### src/hdl/edhc_pkg.sv
// constants and types of the dma host control block
package edhc_pkg;

  localparam int unsigned EDHC_CLK_NS = 8;

  // register byte offsets
  localparam logic [7:0] EDHC_OFS_BUS_MODE = 8'h00;
  localparam logic [7:0] EDHC_OFS_TX_POLL  = 8'h08;
  localparam logic [7:0] EDHC_OFS_RX_POLL  = 8'h10;
  localparam logic [7:0] EDHC_OFS_RX_BASE  = 8'h18;
  localparam logic [7:0] EDHC_OFS_TX_BASE  = 8'h20;
  localparam logic [7:0] EDHC_OFS_STATUS   = 8'h28;
  localparam logic [7:0] EDHC_OFS_OPMODE   = 8'h30;
  localparam logic [7:0] EDHC_OFS_MASK     = 8'h38;

  // bus mode fields
  localparam int unsigned EDHC_BM_SOFT_RST = 0;
  localparam int unsigned EDHC_BM_ARB_RR   = 1;
  localparam int unsigned EDHC_BM_GAP_LO   = 2;
  localparam int unsigned EDHC_BM_ALIGN_LO = 14;
  localparam int unsigned EDHC_BM_TAP_LO   = 17;

  localparam logic [31:0] EDHC_BUS_MODE_RST = 32'hfe000000;
  localparam logic [31:0] EDHC_POLL_RD_VAL  = 32'h0fffffff;

  // operating mode fields
  localparam int unsigned EDHC_OM_RX_START = 1;
  localparam int unsigned EDHC_OM_TX_START = 13;
  localparam int unsigned EDHC_OM_PORT_SEL = 18;
  localparam int unsigned EDHC_OM_TEN_MBPS = 22;

  // status fields
  localparam int unsigned EDHC_ST_TX_UNAVAIL = 2;
  localparam int unsigned EDHC_ST_RX_UNAVAIL = 7;
  localparam int unsigned EDHC_ST_RX_STATE   = 17;
  localparam int unsigned EDHC_ST_TX_STATE   = 20;

  localparam logic [2:0] EDHC_PS_STOP_CODE = 3'h0;
  localparam logic [2:0] EDHC_PS_RUN_CODE  = 3'h3;
  localparam logic [2:0] EDHC_PS_SUSP_CODE = 3'h6;

  localparam logic [31:0] EDHC_DESC_LONGWORDS = 32'h4;

  // auto-poll time base and intervals in ns, entry 0 means disabled
  localparam int unsigned EDHC_TICK_NS  = 320;
  localparam int unsigned EDHC_TICK_CYC = EDHC_TICK_NS / EDHC_CLK_NS;
  localparam int unsigned EDHC_TAP_SER_NS [8] =
    '{0, 200000, 800000, 1600000, 12800, 25600, 51200, 102400};
  localparam int unsigned EDHC_TAP_M10_NS [8] =
    '{0, 800000, 3200000, 6400000, 51200, 102400, 204800, 409600};
  localparam int unsigned EDHC_TAP_M100_NS [8] =
    '{0, 8000, 320000, 640000, 5120, 10240, 20480, 40960};

  typedef enum logic [2:0] {
    EDHC_PROC_STOP = 3'b001,
    EDHC_PROC_RUN  = 3'b010,
    EDHC_PROC_SUSP = 3'b100
  } edhc_proc_t;

endpackage

### src/hdl/edhc_dma_host_ctrl.sv
// dma host control: apb registers, process states, poll demand, bus arbitration
//
// Decided for this implementation: the APB register port.
`timescale 1ns/100ps
`default_nettype none
module edhc_dma_host_ctrl
  import edhc_pkg::*;
#(
  parameter int unsigned POLL_TICK_CYC = EDHC_TICK_CYC
) (
  input  wire logic        pclk,
  input  wire logic        presetn,
  input  wire logic        psel,
  input  wire logic        penable,
  input  wire logic        pwrite,
  input  wire logic [7:0]  paddr,
  input  wire logic [31:0] pwdata,
  output var  logic [31:0] prdata,
  output var  logic        pready,
  output var  logic        pslverr,
  output var  logic        irq,
  input  wire logic        rx_desc_avail,
  input  wire logic        tx_desc_avail,
  input  wire logic        rx_list_empty,
  input  wire logic        tx_list_empty,
  input  wire logic        rx_desc_step,
  input  wire logic        tx_desc_step,
  input  wire logic        rx_desc_chained,
  input  wire logic        tx_desc_chained,
  input  wire logic [31:0] rx_chain_addr,
  input  wire logic [31:0] tx_chain_addr,
  input  wire logic        rx_bus_req,
  input  wire logic        tx_bus_req,
  input  wire logic        tx_in_progress,
  output var  logic        rx_bus_gnt,
  output var  logic        tx_bus_gnt,
  output var  logic [31:0] rx_fetch_addr,
  output var  logic [31:0] tx_fetch_addr,
  output var  logic        rx_poll_check,
  output var  logic        tx_poll_check,
  output var  logic [2:0]  rx_proc_state,
  output var  logic [2:0]  tx_proc_state,
  output var  logic [1:0]  cache_align,
  output var  logic [4:0]  descriptor_gap_longwords,
  output var  logic        dma_soft_reset
);

  // apb slave, one wait state
  logic        pready_ff;
  logic [31:0] prdata_ff;
  logic        pslverr_ff;
  logic [31:0] rd_val;
  logic        rd_err;
  logic        wr_en;

  logic [31:0] bus_mode_ff;
  logic [31:0] rx_base_ff;
  logic [31:0] tx_base_ff;
  logic [3:0]  om_ff;
  logic [1:0]  st_ff;
  logic [1:0]  mask_ff;
  logic        soft_rst_ff;
  logic        irq_ff;
  logic [1:0]  gnt_ff;
  logic [1:0]  nxt_gnt;
  logic        last_rx_ff;
  logic [15:0] tick_cnt_ff;
  logic [14:0] ap_cnt_ff;
  logic [14:0] ap_ticks;
  logic        auto_poll_ff;
  logic        tick;

  // index 0 receive, index 1 transmit
  logic [1:0]       start;
  logic [1:0]       poll_wr;
  logic [1:0]       poll_dem;
  logic [1:0]       desc_avail;
  logic [1:0]       list_empty;
  logic [1:0]       step;
  logic [1:0]       chained;
  logic [1:0][31:0] chain_addr;
  logic [1:0][31:0] base;
  logic [1:0][31:0] fetch_addr;
  logic [1:0][2:0]  proc_state;
  logic [1:0]       poll_chk;
  logic [1:0]       unavail_evt;

  assign wr_en = psel & penable & pwrite & pready_ff;

  assign start      = {om_ff[1], om_ff[0]};
  assign poll_wr    = {wr_en & (paddr == EDHC_OFS_TX_POLL), wr_en & (paddr == EDHC_OFS_RX_POLL)};
  assign poll_dem   = poll_wr | {auto_poll_ff, 1'b0};
  assign desc_avail = {tx_desc_avail, rx_desc_avail};
  assign list_empty = {tx_list_empty, rx_list_empty};
  assign step       = {tx_desc_step, rx_desc_step};
  assign chained    = {tx_desc_chained, rx_desc_chained};
  assign chain_addr = {tx_chain_addr, rx_chain_addr};
  assign base       = {tx_base_ff, rx_base_ff};

  always_comb begin
    rd_val = 32'h0;
    rd_err = 1'b0;
    case (paddr)
      EDHC_OFS_BUS_MODE: rd_val = bus_mode_ff;
      EDHC_OFS_TX_POLL:  rd_val = EDHC_POLL_RD_VAL;
      EDHC_OFS_RX_POLL:  rd_val = EDHC_POLL_RD_VAL;
      EDHC_OFS_RX_BASE:  rd_val = rx_base_ff;
      EDHC_OFS_TX_BASE:  rd_val = tx_base_ff;
      EDHC_OFS_STATUS: begin
        rd_val[EDHC_ST_RX_UNAVAIL]     = st_ff[0];
        rd_val[EDHC_ST_TX_UNAVAIL]     = st_ff[1];
        rd_val[EDHC_ST_RX_STATE +: 3]  = proc_state[0][0] ? EDHC_PS_STOP_CODE :
                                         proc_state[0][1] ? EDHC_PS_RUN_CODE : EDHC_PS_SUSP_CODE;
        rd_val[EDHC_ST_TX_STATE +: 3]  = proc_state[1][0] ? EDHC_PS_STOP_CODE :
                                         proc_state[1][1] ? EDHC_PS_RUN_CODE : EDHC_PS_SUSP_CODE;
      end
      EDHC_OFS_OPMODE: begin
        rd_val[EDHC_OM_RX_START] = om_ff[0];
        rd_val[EDHC_OM_TX_START] = om_ff[1];
        rd_val[EDHC_OM_PORT_SEL] = om_ff[2];
        rd_val[EDHC_OM_TEN_MBPS] = om_ff[3];
      end
      EDHC_OFS_MASK: begin
        rd_val[EDHC_ST_RX_UNAVAIL] = mask_ff[0];
        rd_val[EDHC_ST_TX_UNAVAIL] = mask_ff[1];
      end
      default: rd_err = 1'b1;
    endcase
  end

  always_ff @(posedge pclk or negedge presetn) begin
    if (!presetn) begin
      pready_ff  <= 1'b0;
      prdata_ff  <= 32'h0;
      pslverr_ff <= 1'b0;
    end else begin
      pready_ff  <= psel & penable & ~pready_ff;
      prdata_ff  <= (psel & penable & ~pready_ff & ~pwrite) ? rd_val : 32'h0;
      pslverr_ff <= psel & penable & ~pready_ff & rd_err;
    end
  end

  // bus mode register and soft reset pulse
  always_ff @(posedge pclk or negedge presetn) begin
    if (!presetn) begin
      bus_mode_ff <= EDHC_BUS_MODE_RST;
      soft_rst_ff <= 1'b0;
    end else if (soft_rst_ff) begin
      bus_mode_ff <= EDHC_BUS_MODE_RST;
      soft_rst_ff <= 1'b0;
    end else begin
      if (wr_en && paddr == EDHC_OFS_BUS_MODE)
        bus_mode_ff <= pwdata;
      soft_rst_ff <= wr_en & (paddr == EDHC_OFS_BUS_MODE) & pwdata[EDHC_BM_SOFT_RST];
    end
  end

  // list bases, operating mode, mask
  always_ff @(posedge pclk or negedge presetn) begin
    if (!presetn) begin
      rx_base_ff <= 32'h0;
      tx_base_ff <= 32'h0;
      om_ff      <= 4'h0;
      mask_ff    <= 2'h0;
    end else if (soft_rst_ff) begin
      rx_base_ff <= 32'h0;
      tx_base_ff <= 32'h0;
      om_ff      <= {1'b0, om_ff[2], 2'b00};
      mask_ff    <= 2'h0;
    end else if (wr_en) begin
      if (paddr == EDHC_OFS_RX_BASE)
        rx_base_ff <= pwdata;
      if (paddr == EDHC_OFS_TX_BASE)
        tx_base_ff <= pwdata;
      if (paddr == EDHC_OFS_OPMODE)
        om_ff <= {pwdata[EDHC_OM_TEN_MBPS], pwdata[EDHC_OM_PORT_SEL],
                  pwdata[EDHC_OM_TX_START], pwdata[EDHC_OM_RX_START]};
      if (paddr == EDHC_OFS_MASK)
        mask_ff <= {pwdata[EDHC_ST_TX_UNAVAIL], pwdata[EDHC_ST_RX_UNAVAIL]};
    end
  end

  // sticky flags, set wins over write-one clear
  always_ff @(posedge pclk or negedge presetn) begin
    if (!presetn) begin
      st_ff <= 2'h0;
    end else if (soft_rst_ff) begin
      st_ff <= 2'h0;
    end else begin
      st_ff <= unavail_evt |
               (st_ff & ~({2{wr_en && paddr == EDHC_OFS_STATUS}} &
                          {pwdata[EDHC_ST_TX_UNAVAIL], pwdata[EDHC_ST_RX_UNAVAIL]}));
    end
  end

  always_ff @(posedge pclk or negedge presetn) begin
    if (!presetn)
      irq_ff <= 1'b0;
    else
      irq_ff <= |(st_ff & mask_ff);
  end

  // per-process state, fetch address and poll check
  for (genvar gi = 0; gi < 2; gi++) begin : g_proc
    edhc_proc_t state_ff;
    logic [31:0] addr_ff;
    logic        chk_ff;

    always_ff @(posedge pclk or negedge presetn) begin
      if (!presetn) begin
        state_ff <= EDHC_PROC_STOP;
      end else if (soft_rst_ff) begin
        state_ff <= EDHC_PROC_STOP;
      end else begin
        case (state_ff)
          EDHC_PROC_STOP: begin
            if (start[gi])
              state_ff <= EDHC_PROC_RUN;
          end
          EDHC_PROC_RUN: begin
            if (!start[gi])
              state_ff <= EDHC_PROC_STOP;
            else if (list_empty[gi])
              state_ff <= EDHC_PROC_SUSP;
          end
          EDHC_PROC_SUSP: begin
            if (!start[gi])
              state_ff <= EDHC_PROC_STOP;
            else if (poll_dem[gi] && desc_avail[gi])
              state_ff <= EDHC_PROC_RUN;
          end
          default: state_ff <= EDHC_PROC_STOP;
        endcase
      end
    end

    always_ff @(posedge pclk or negedge presetn) begin
      if (!presetn) begin
        addr_ff <= 32'h0;
      end else if (soft_rst_ff) begin
        addr_ff <= 32'h0;
      end else if (state_ff == EDHC_PROC_STOP && start[gi]) begin
        addr_ff <= base[gi];
      end else if (state_ff == EDHC_PROC_RUN && step[gi]) begin
        addr_ff <= chained[gi] ? chain_addr[gi]
                 : addr_ff + ((EDHC_DESC_LONGWORDS + {27'h0, descriptor_gap_longwords}) << 2);
      end
    end

    // acted-on poll demand, only while suspended
    always_ff @(posedge pclk or negedge presetn) begin
      if (!presetn)
        chk_ff <= 1'b0;
      else
        chk_ff <= ~soft_rst_ff & poll_dem[gi] & start[gi] & (state_ff == EDHC_PROC_SUSP);
    end

    // no flag when a poll finds nothing, only when a running list runs dry
    assign unavail_evt[gi] = (state_ff == EDHC_PROC_RUN) & start[gi] & list_empty[gi] & ~soft_rst_ff;
    assign fetch_addr[gi]  = addr_ff;
    assign proc_state[gi]  = state_ff;
    assign poll_chk[gi]    = chk_ff;

    property p_poll_ignored;
      @(posedge pclk) disable iff (!presetn)
      (poll_wr[gi] && state_ff != EDHC_PROC_SUSP) |=> !chk_ff;
    endproperty
    a_poll_ignored: assert property (p_poll_ignored) else $error("poll acted on outside suspend");

    property p_poll_empty;
      @(posedge pclk) disable iff (!presetn)
      (state_ff == EDHC_PROC_SUSP && start[gi] && poll_wr[gi] && !desc_avail[gi] && !soft_rst_ff
       && !st_ff[gi]) |=> (state_ff == EDHC_PROC_SUSP && !st_ff[gi] && chk_ff);
    endproperty
    a_poll_empty: assert property (p_poll_empty) else $error("empty poll left suspend or set flag");

    property p_poll_resume;
      @(posedge pclk) disable iff (!presetn)
      (state_ff == EDHC_PROC_SUSP && start[gi] && poll_wr[gi] && desc_avail[gi] && !soft_rst_ff)
      |=> state_ff == EDHC_PROC_RUN;
    endproperty
    a_poll_resume: assert property (p_poll_resume) else $error("poll with descriptor did not resume");

    property p_start_base;
      @(posedge pclk) disable iff (!presetn)
      (state_ff == EDHC_PROC_STOP && start[gi] && !soft_rst_ff) |=> addr_ff == $past(base[gi]);
    endproperty
    a_start_base: assert property (p_start_base) else $error("fetch did not begin at list base");

    property p_gap_step;
      @(posedge pclk) disable iff (!presetn)
      (state_ff == EDHC_PROC_RUN && start[gi] && step[gi] && !chained[gi] && !soft_rst_ff)
      |=> addr_ff == $past(addr_ff) + 32'h10 + ({27'h0, $past(descriptor_gap_longwords)} << 2);
    endproperty
    a_gap_step: assert property (p_gap_step) else $error("descriptor step ignores gap");
  end

  // internal bus arbitration
  always_comb begin
    nxt_gnt = gnt_ff;
    if ((gnt_ff == 2'b00) || (gnt_ff[0] && !rx_bus_req) || (gnt_ff[1] && !tx_bus_req)) begin
      if (rx_bus_req && tx_bus_req) begin
        if (bus_mode_ff[EDHC_BM_ARB_RR])
          nxt_gnt = last_rx_ff ? 2'b10 : 2'b01;
        else
          nxt_gnt = tx_in_progress ? 2'b10 : 2'b01;
      end else begin
        nxt_gnt = {tx_bus_req, rx_bus_req};
      end
    end
  end

  always_ff @(posedge pclk or negedge presetn) begin
    if (!presetn) begin
      gnt_ff     <= 2'b00;
      last_rx_ff <= 1'b0;
    end else if (soft_rst_ff) begin
      gnt_ff     <= 2'b00;
      last_rx_ff <= 1'b0;
    end else begin
      gnt_ff <= nxt_gnt;
      if (nxt_gnt != gnt_ff && nxt_gnt != 2'b00)
        last_rx_ff <= nxt_gnt[0];
    end
  end

  property p_rr;
    @(posedge pclk) disable iff (!presetn)
    (gnt_ff == 2'b00 && rx_bus_req && tx_bus_req && bus_mode_ff[EDHC_BM_ARB_RR] && !soft_rst_ff)
    |=> gnt_ff == ($past(last_rx_ff) ? 2'b10 : 2'b01);
  endproperty
  a_rr: assert property (p_rr) else $error("round robin turn skipped");

  property p_rx_first;
    @(posedge pclk) disable iff (!presetn)
    (gnt_ff == 2'b00 && rx_bus_req && tx_bus_req && !bus_mode_ff[EDHC_BM_ARB_RR]
     && !tx_in_progress && !soft_rst_ff) |=> gnt_ff == 2'b01;
  endproperty
  a_rx_first: assert property (p_rx_first) else $error("receive priority not given");

  // transmit auto-poll: 320 ns ticks, interval by port mode and code
  always_comb begin
    if (!om_ff[2])
      ap_ticks = 15'(EDHC_TAP_SER_NS[bus_mode_ff[EDHC_BM_TAP_LO +: 3]] / EDHC_TICK_NS);
    else if (om_ff[3])
      ap_ticks = 15'(EDHC_TAP_M10_NS[bus_mode_ff[EDHC_BM_TAP_LO +: 3]] / EDHC_TICK_NS);
    else
      ap_ticks = 15'(EDHC_TAP_M100_NS[bus_mode_ff[EDHC_BM_TAP_LO +: 3]] / EDHC_TICK_NS);
  end

  assign tick = (tick_cnt_ff == 16'(POLL_TICK_CYC - 1));

  always_ff @(posedge pclk or negedge presetn) begin
    if (!presetn) begin
      tick_cnt_ff  <= 16'h0;
      ap_cnt_ff    <= 15'h0;
      auto_poll_ff <= 1'b0;
    end else if (soft_rst_ff || proc_state[1] != EDHC_PROC_SUSP || ap_ticks == 15'h0) begin
      tick_cnt_ff  <= 16'h0;
      ap_cnt_ff    <= 15'h0;
      auto_poll_ff <= 1'b0;
    end else begin
      tick_cnt_ff  <= tick ? 16'h0 : tick_cnt_ff + 16'h1;
      auto_poll_ff <= 1'b0;
      if (tick) begin
        if (ap_cnt_ff >= ap_ticks - 15'h1) begin
          ap_cnt_ff    <= 15'h0;
          auto_poll_ff <= 1'b1;
        end else begin
          ap_cnt_ff <= ap_cnt_ff + 15'h1;
        end
      end
    end
  end

  property p_tap_off;
    @(posedge pclk) disable iff (!presetn)
    (bus_mode_ff[EDHC_BM_TAP_LO +: 3] == 3'b000) |=> !auto_poll_ff;
  endproperty
  a_tap_off: assert property (p_tap_off) else $error("auto-poll while disabled");

  property p_tap_ser;
    @(posedge pclk) disable iff (!presetn)
    (tick && !om_ff[2] && bus_mode_ff[EDHC_BM_TAP_LO +: 3] == 3'b001 && proc_state[1] == EDHC_PROC_SUSP
     && !soft_rst_ff && ap_cnt_ff == 15'd624) |=> auto_poll_ff;
  endproperty
  a_tap_ser: assert property (p_tap_ser) else $error("serial 200 us interval wrong");

  property p_tap_m10;
    @(posedge pclk) disable iff (!presetn)
    (auto_poll_ff && om_ff[2] && om_ff[3] && bus_mode_ff[EDHC_BM_TAP_LO +: 3] == 3'b011)
    |-> $past(ap_cnt_ff) == 15'd19999;
  endproperty
  a_tap_m10: assert property (p_tap_m10) else $error("10 Mb/s 6.4 ms interval wrong");

  property p_tap_m100;
    @(posedge pclk) disable iff (!presetn)
    (auto_poll_ff && om_ff[2] && !om_ff[3] && bus_mode_ff[EDHC_BM_TAP_LO +: 3] == 3'b100)
    |-> $past(ap_cnt_ff) == 15'd15;
  endproperty
  a_tap_m100: assert property (p_tap_m100) else $error("100 Mb/s 5.12 us interval wrong");

  property p_auto_susp;
    @(posedge pclk) disable iff (!presetn)
    auto_poll_ff |-> $past(proc_state[1]) == EDHC_PROC_SUSP;
  endproperty
  a_auto_susp: assert property (p_auto_susp) else $error("auto-poll outside transmit suspend");

  property p_soft_rst;
    @(posedge pclk) disable iff (!presetn)
    soft_rst_ff |=> (bus_mode_ff == EDHC_BUS_MODE_RST && om_ff[2] == $past(om_ff[2]) && om_ff[1:0] == 2'b00
                     && proc_state[0] == EDHC_PROC_STOP && proc_state[1] == EDHC_PROC_STOP && st_ff == 2'b00);
  endproperty
  a_soft_rst: assert property (p_soft_rst) else $error("soft reset incomplete or port select lost");

  property p_align;
    @(posedge pclk) disable iff (!presetn)
    (wr_en && paddr == EDHC_OFS_BUS_MODE && !soft_rst_ff) |=> cache_align == $past(pwdata[15:14]);
  endproperty
  a_align: assert property (p_align) else $error("cache alignment not taken");

  property p_flag_hold;
    @(posedge pclk) disable iff (!presetn)
    (st_ff[1] && !soft_rst_ff && !(wr_en && paddr == EDHC_OFS_STATUS && pwdata[EDHC_ST_TX_UNAVAIL]))
    |=> st_ff[1];
  endproperty
  a_flag_hold: assert property (p_flag_hold) else $error("flag lost without write of one");

  assign prdata                   = prdata_ff;
  assign pready                   = pready_ff;
  assign pslverr                  = pslverr_ff;
  assign irq                      = irq_ff;
  assign rx_bus_gnt               = gnt_ff[0];
  assign tx_bus_gnt               = gnt_ff[1];
  assign rx_fetch_addr            = fetch_addr[0];
  assign tx_fetch_addr            = fetch_addr[1];
  assign rx_poll_check            = poll_chk[0];
  assign tx_poll_check            = poll_chk[1];
  assign rx_proc_state            = proc_state[0];
  assign tx_proc_state            = proc_state[1];
  assign cache_align              = bus_mode_ff[EDHC_BM_ALIGN_LO +: 2];
  assign descriptor_gap_longwords = bus_mode_ff[EDHC_BM_GAP_LO +: 5];
  assign dma_soft_reset           = soft_rst_ff;

endmodule // edhc_dma_host_ctrl
`default_nettype wire

### config.mk
export PLATFORM = sky130hd
export DESIGN_NAME = edhc_dma_host_ctrl
export DESIGN_NICKNAME = d
export VERILOG_FILES = /design/src/hdl/edhc_pkg.sv /design/src/hdl/edhc_dma_host_ctrl.sv
export SDC_FILE = /design/constraint.sdc
export NUM_CORES = 1
export LEC_CHECK = 0
export BUFFER_PORTS_ARGS = -buffer_cell sky130_fd_sc_hd__buf_2
export CELL_PAD_IN_SITES_DETAIL_PLACEMENT = 1
export CELL_PAD_IN_SITES_GLOBAL_PLACEMENT = 2
export CORE_MARGIN = 4
export CORE_UTILIZATION = 34
export CTS_CLUSTER_DIAMETER = 40
export DETAILED_ROUTE_END_ITERATION = 7
export GPL_ROUTABILITY_DRIVEN = 0
export HOLD_SLACK_MARGIN = 0.06
export PLACE_DENSITY_LB_ADDON = 0.1
export REMOVE_ABC_BUFFERS = 1
export SLEW_MARGIN = 20
export SYNTH_ARGS = -nofsm -noshare
export SYNTH_HDL_FRONTEND = slang
export SYNTH_SLANG_ARGS = --single-unit
### constraint.sdc
create_clock -name pclk -period 12.19 [get_ports pclk]
set_clock_uncertainty 0.2 [all_clocks]
set_input_delay 2.438 -clock pclk [delete_from_list [all_inputs] [get_ports pclk]]
set_output_delay 2.438 -clock pclk [all_outputs]
set_load 0.1 [all_outputs]
==> key figures <==
Status
  – Outcome: finished clean

Synth
  – Dominant synthesized flop cell: dfrtp_1
  – Post-synth top cells: nand2_1 (369), dfrtp_1 (238), a21oi_1 (222)
  – Synth warnings: 0
  – Ranking of synthesized cells by area: dfrtp_1 (38%), nand2_1 (8.8%), a21oi_1 (7.1%)
  – FFs w/ async S/R, synth: 1.00
  – Top cell type's share of synthesized area: 0.379
  – Synth Area in Compound Gates: 0.237
  – Mux share of post-synthesis cell area: 0.0158
  – Top-count cell post-synth: nand2_1
  – Seq cells post-synth: 247
  – Top cell type by total area after synthesis: dfrtp_1
  – Seq/Total Area, Yosys: 0.394
  – Number of synthesized flops with an enable pin: 0
  – XOR/XNOR Fraction of Synth Area: 0.0462
  – Post-Syn Instances: 1906
  – Largest family of logic cells by synthesized area: compound AO/OA/AOI/OAI gates
  – Simple-gate portion of the synthesized area: 0.227
  – Post-Synthesis Cell Area: 0.0157 sq mm
  – Avg Inst Size Synth: 8.25 sq um
  – Post-synth cell types: 95
  – Adder-Cell Fraction of Synth Area: 0.0366

STA
  – Post-route setup slack: roughly 1000 ps
  – Unrepaired setup endpoints after global routing: false
  – Final setup viols: 0
  – Final setup TNS: 0 ps
  – Fin crit share: 0.916
  – Max-slew violations: 0
  – Min cycle time layout: 11170 ps
  – Max_slew headroom: 0.259
  – Worst-Margin Slew: 1110 ps
  – Maximum clock frequency: 89.6 MHz
  – Min Hold Slack: 269 ps
  – Hold Fails Final Rpt: 0

Routing
  – DR vias/cell: between 5 and 6
  – Antenna Nets Post-Route: 0
  – Wire per inst: 23.0 um
  – First drt pass iteration count: 5
  – Vias: between 15k and 20k
  – Initial DRC count: 1250
  – Residual DRC count: 0
  – WL final: 63100 um

Clock tree
  – Clock sinks: 247
  – Total CTS buffers: 51
  – Deepest clock path buffer count: 3
  – Gates resized, CTS repair: 0
  – Worst-Skew Late Latency: 590 ps
  – Number of setup buffers added after CTS: 0
  – Hold_buf cts: 0
  – CTS tree: yes
  – Reg clk slew, reported paths: roughly 50 ps
  – CTS H-tree depth: 2
  – CTS root buf: clkbuf_16

Worst hold path
  – Cell depth of the worst hold path: 1
  – Worst min-delay path endpoint: tick_cnt_ff[0]
  – Hold path start: tick_cnt_ff[0]
  – Tightest Hold Check Type: flip-flop to flip-flop

Worst setup path
  – Worst setup EP type: flip-flop
  – CP max FO: 23
  – Slowest Stage Delay on Critical Path: 560 ps
  – Capturing point of the worst reg2reg path: ap_cnt_ff[12]
  – Required @ worst endpoint: around 12000 ps
  – Most used cell, CP: a21o_1
  – FF-to-FF setup slack: 1020 ps
  – Critical R2R Launch: bus_mode_ff[19]
  – Critical path's slowest cell: dfrtp_1
  – Data arrival time of the critical path: around 11000 ps
  – R2r worst-path depth: 44
  – Crit path launch type: flip-flop
  – Setup CP Type: flip-flop to flip-flop

Floorplan
  – Die height: 223 um
  – Core Box Area: 0.0456 sq mm
  – Initial Utilization: 0.345
  – Die area: 0.0497 sq mm
  – Die width: around 220 um
  – Rows: 78
  – # IOs: ~240

Layout
  – Share of layout cells above drive strength 1: 0.196
  – Area Growth Syn to Fin: 22.6%
  – Fin nets: 2264
  – Filler Cell Count: 5395
  – Util after Layout: 0.423

Power and ir drop
  – PwrDens: 154 mW/mm^2
  – Overall power: 2960 uW
  – Peak VDD IR: 77.4 uV
  – P_leak: 0.00833 uW

GRT
  – First-pass GRT wire length: a little under 100000 um
  – Largest net degree at the start of global routing: roughly 160
  – Global route overflow: 0
  – All-Layer GR Usage: 0.246
  – Initial antenna violation count: 4
  – Vias in the first global route: 15.8k

Placement
  – Dpl ws: between 700 and 800 ps
  – I/O Buffers: 236
  – Dpl hpwl: roughly 44000 um

Run
  – Max-Cap Viols: 0
==> where the power goes <==
| group | switching, uW | internal (uW) |
|---|---|---|
| sequential | 32.2 | 845 |
| clock | 486 | 1020 |
| combinational | 406 | 177 |
==> area by class of cell <==
type	instances	area, sq um	share of cell area
well taps	600	751	0.0390
repair buffers	269	1450	0.0753
inverters	29	109	0.00565
clock buffers	67	1440	0.0746
flip-flops and latches	247	6200	0.321
diodes	2	5.00	0.000260
clock inverters	28	408	0.0212
multi-input cells	1503	8910	0.463
==> flip-flops by register name (all words and copies together) (netlist names), 2 cells and up <==
register	cells
rx_base_ff	32
om_ff	4
tx_base_ff	32
mask_ff	2
prdata	32
tx_fetch_addr	32
rx_fetch_addr	32
ap_cnt_ff	15
gnt_ff	2
bus_mode_ff	32
rx_proc_state	3
st_ff	2
tx_proc_state	3
tick_cnt_ff	16
==> through the flow <==
step                cell area, sq um  cells
finish                         19300   2745
global placement               17400   2647
floorplan                      15200   1779
global route                   19300   2745
detailed placement             17400   2647
CTS                            19300   2742
==> layer usage <==
layer | vias up | share of wire | routed length (um) | GRT usage
met4 | 4 | 0.019 | 1170 | 0.0553
met5 | - | 0.00035 | 22 | 0
met3 | 77 | 0.052 | 3310 | 0.0451
li1 | 7214 | - | - | -
met1 | 7774 | 0.47 | 29800 | 0.354
met2 | 394 | 0.46 | 28800 | 0.386
==> cell usage in the layout (no fill, tap or decap), drive strengths merged, types with 7 or more instances in the layout <==
master and count:
ha 41, or3 23, a31oi 29, clkbuf 68, nand2b 10, clkinv 10
a21o 15, inv 30, and3 27, a21oi 225, nor3b 7, nand3b 10
nand4 24, dfrtp 238, nor3 34, clkinvlp 8, nand2 370, xor2 54
dfstp 9, and2 12, nor4 12, o21a 7, nand3 47, a211oi 9
bufinv 9, a22oi 33, buf 268, mux2i 18, nor2b 28, o21ai 96
xnor2 29, a22o 60, nor2 160, o31ai 10
==> worst max-delay path: cells and delay by family (launching register included) <==
| kind | cells | cell delay, ps |
|---|---|---|
| AO/OA/AOI/OAI | 26 | 5770 |
| XOR/XNOR | 1 | 280 |
| adder cells (fa/ha/maj) | 6 | 1820 |
| buffers and inverters | 1 | 350 |
| flip-flops | 1 | 560 |
| multiplexers | 1 | 300 |
| AND/OR/NAND/NOR | 9 | 1780 |
==> worst max-delay path by stage <==
| stage | startpoint | to | slack, ps |
|---|---|---|---|
| final | bus_mode_ff[19] | ap_cnt_ff[12] | 1020 |
| after CTS | bus_mode_ff[18] | ap_cnt_ff[12] | 740 |
| after floorplan | bus_mode_ff[19] | ap_cnt_ff[10] | 1770 |
| after global routing | bus_mode_ff[19] | ap_cnt_ff[12] | 240 |
| after detailed placement | bus_mode_ff[18] | ap_cnt_ff[3] | 790 |
| after global placement | bus_mode_ff[18] | ap_cnt_ff[5] | 1320 |
==> cell families (layout without fill, tap and decap cells) <==
family,Yosys count,in the layout
fa+ha+maj,45,45
simple gates,781,781
buf+inv,156,393
other cells,0,2
compound gates,570,570
flops,247,247
xor+xnor,83,83
mux,24,24
Power figures use the tool's default switching activity.
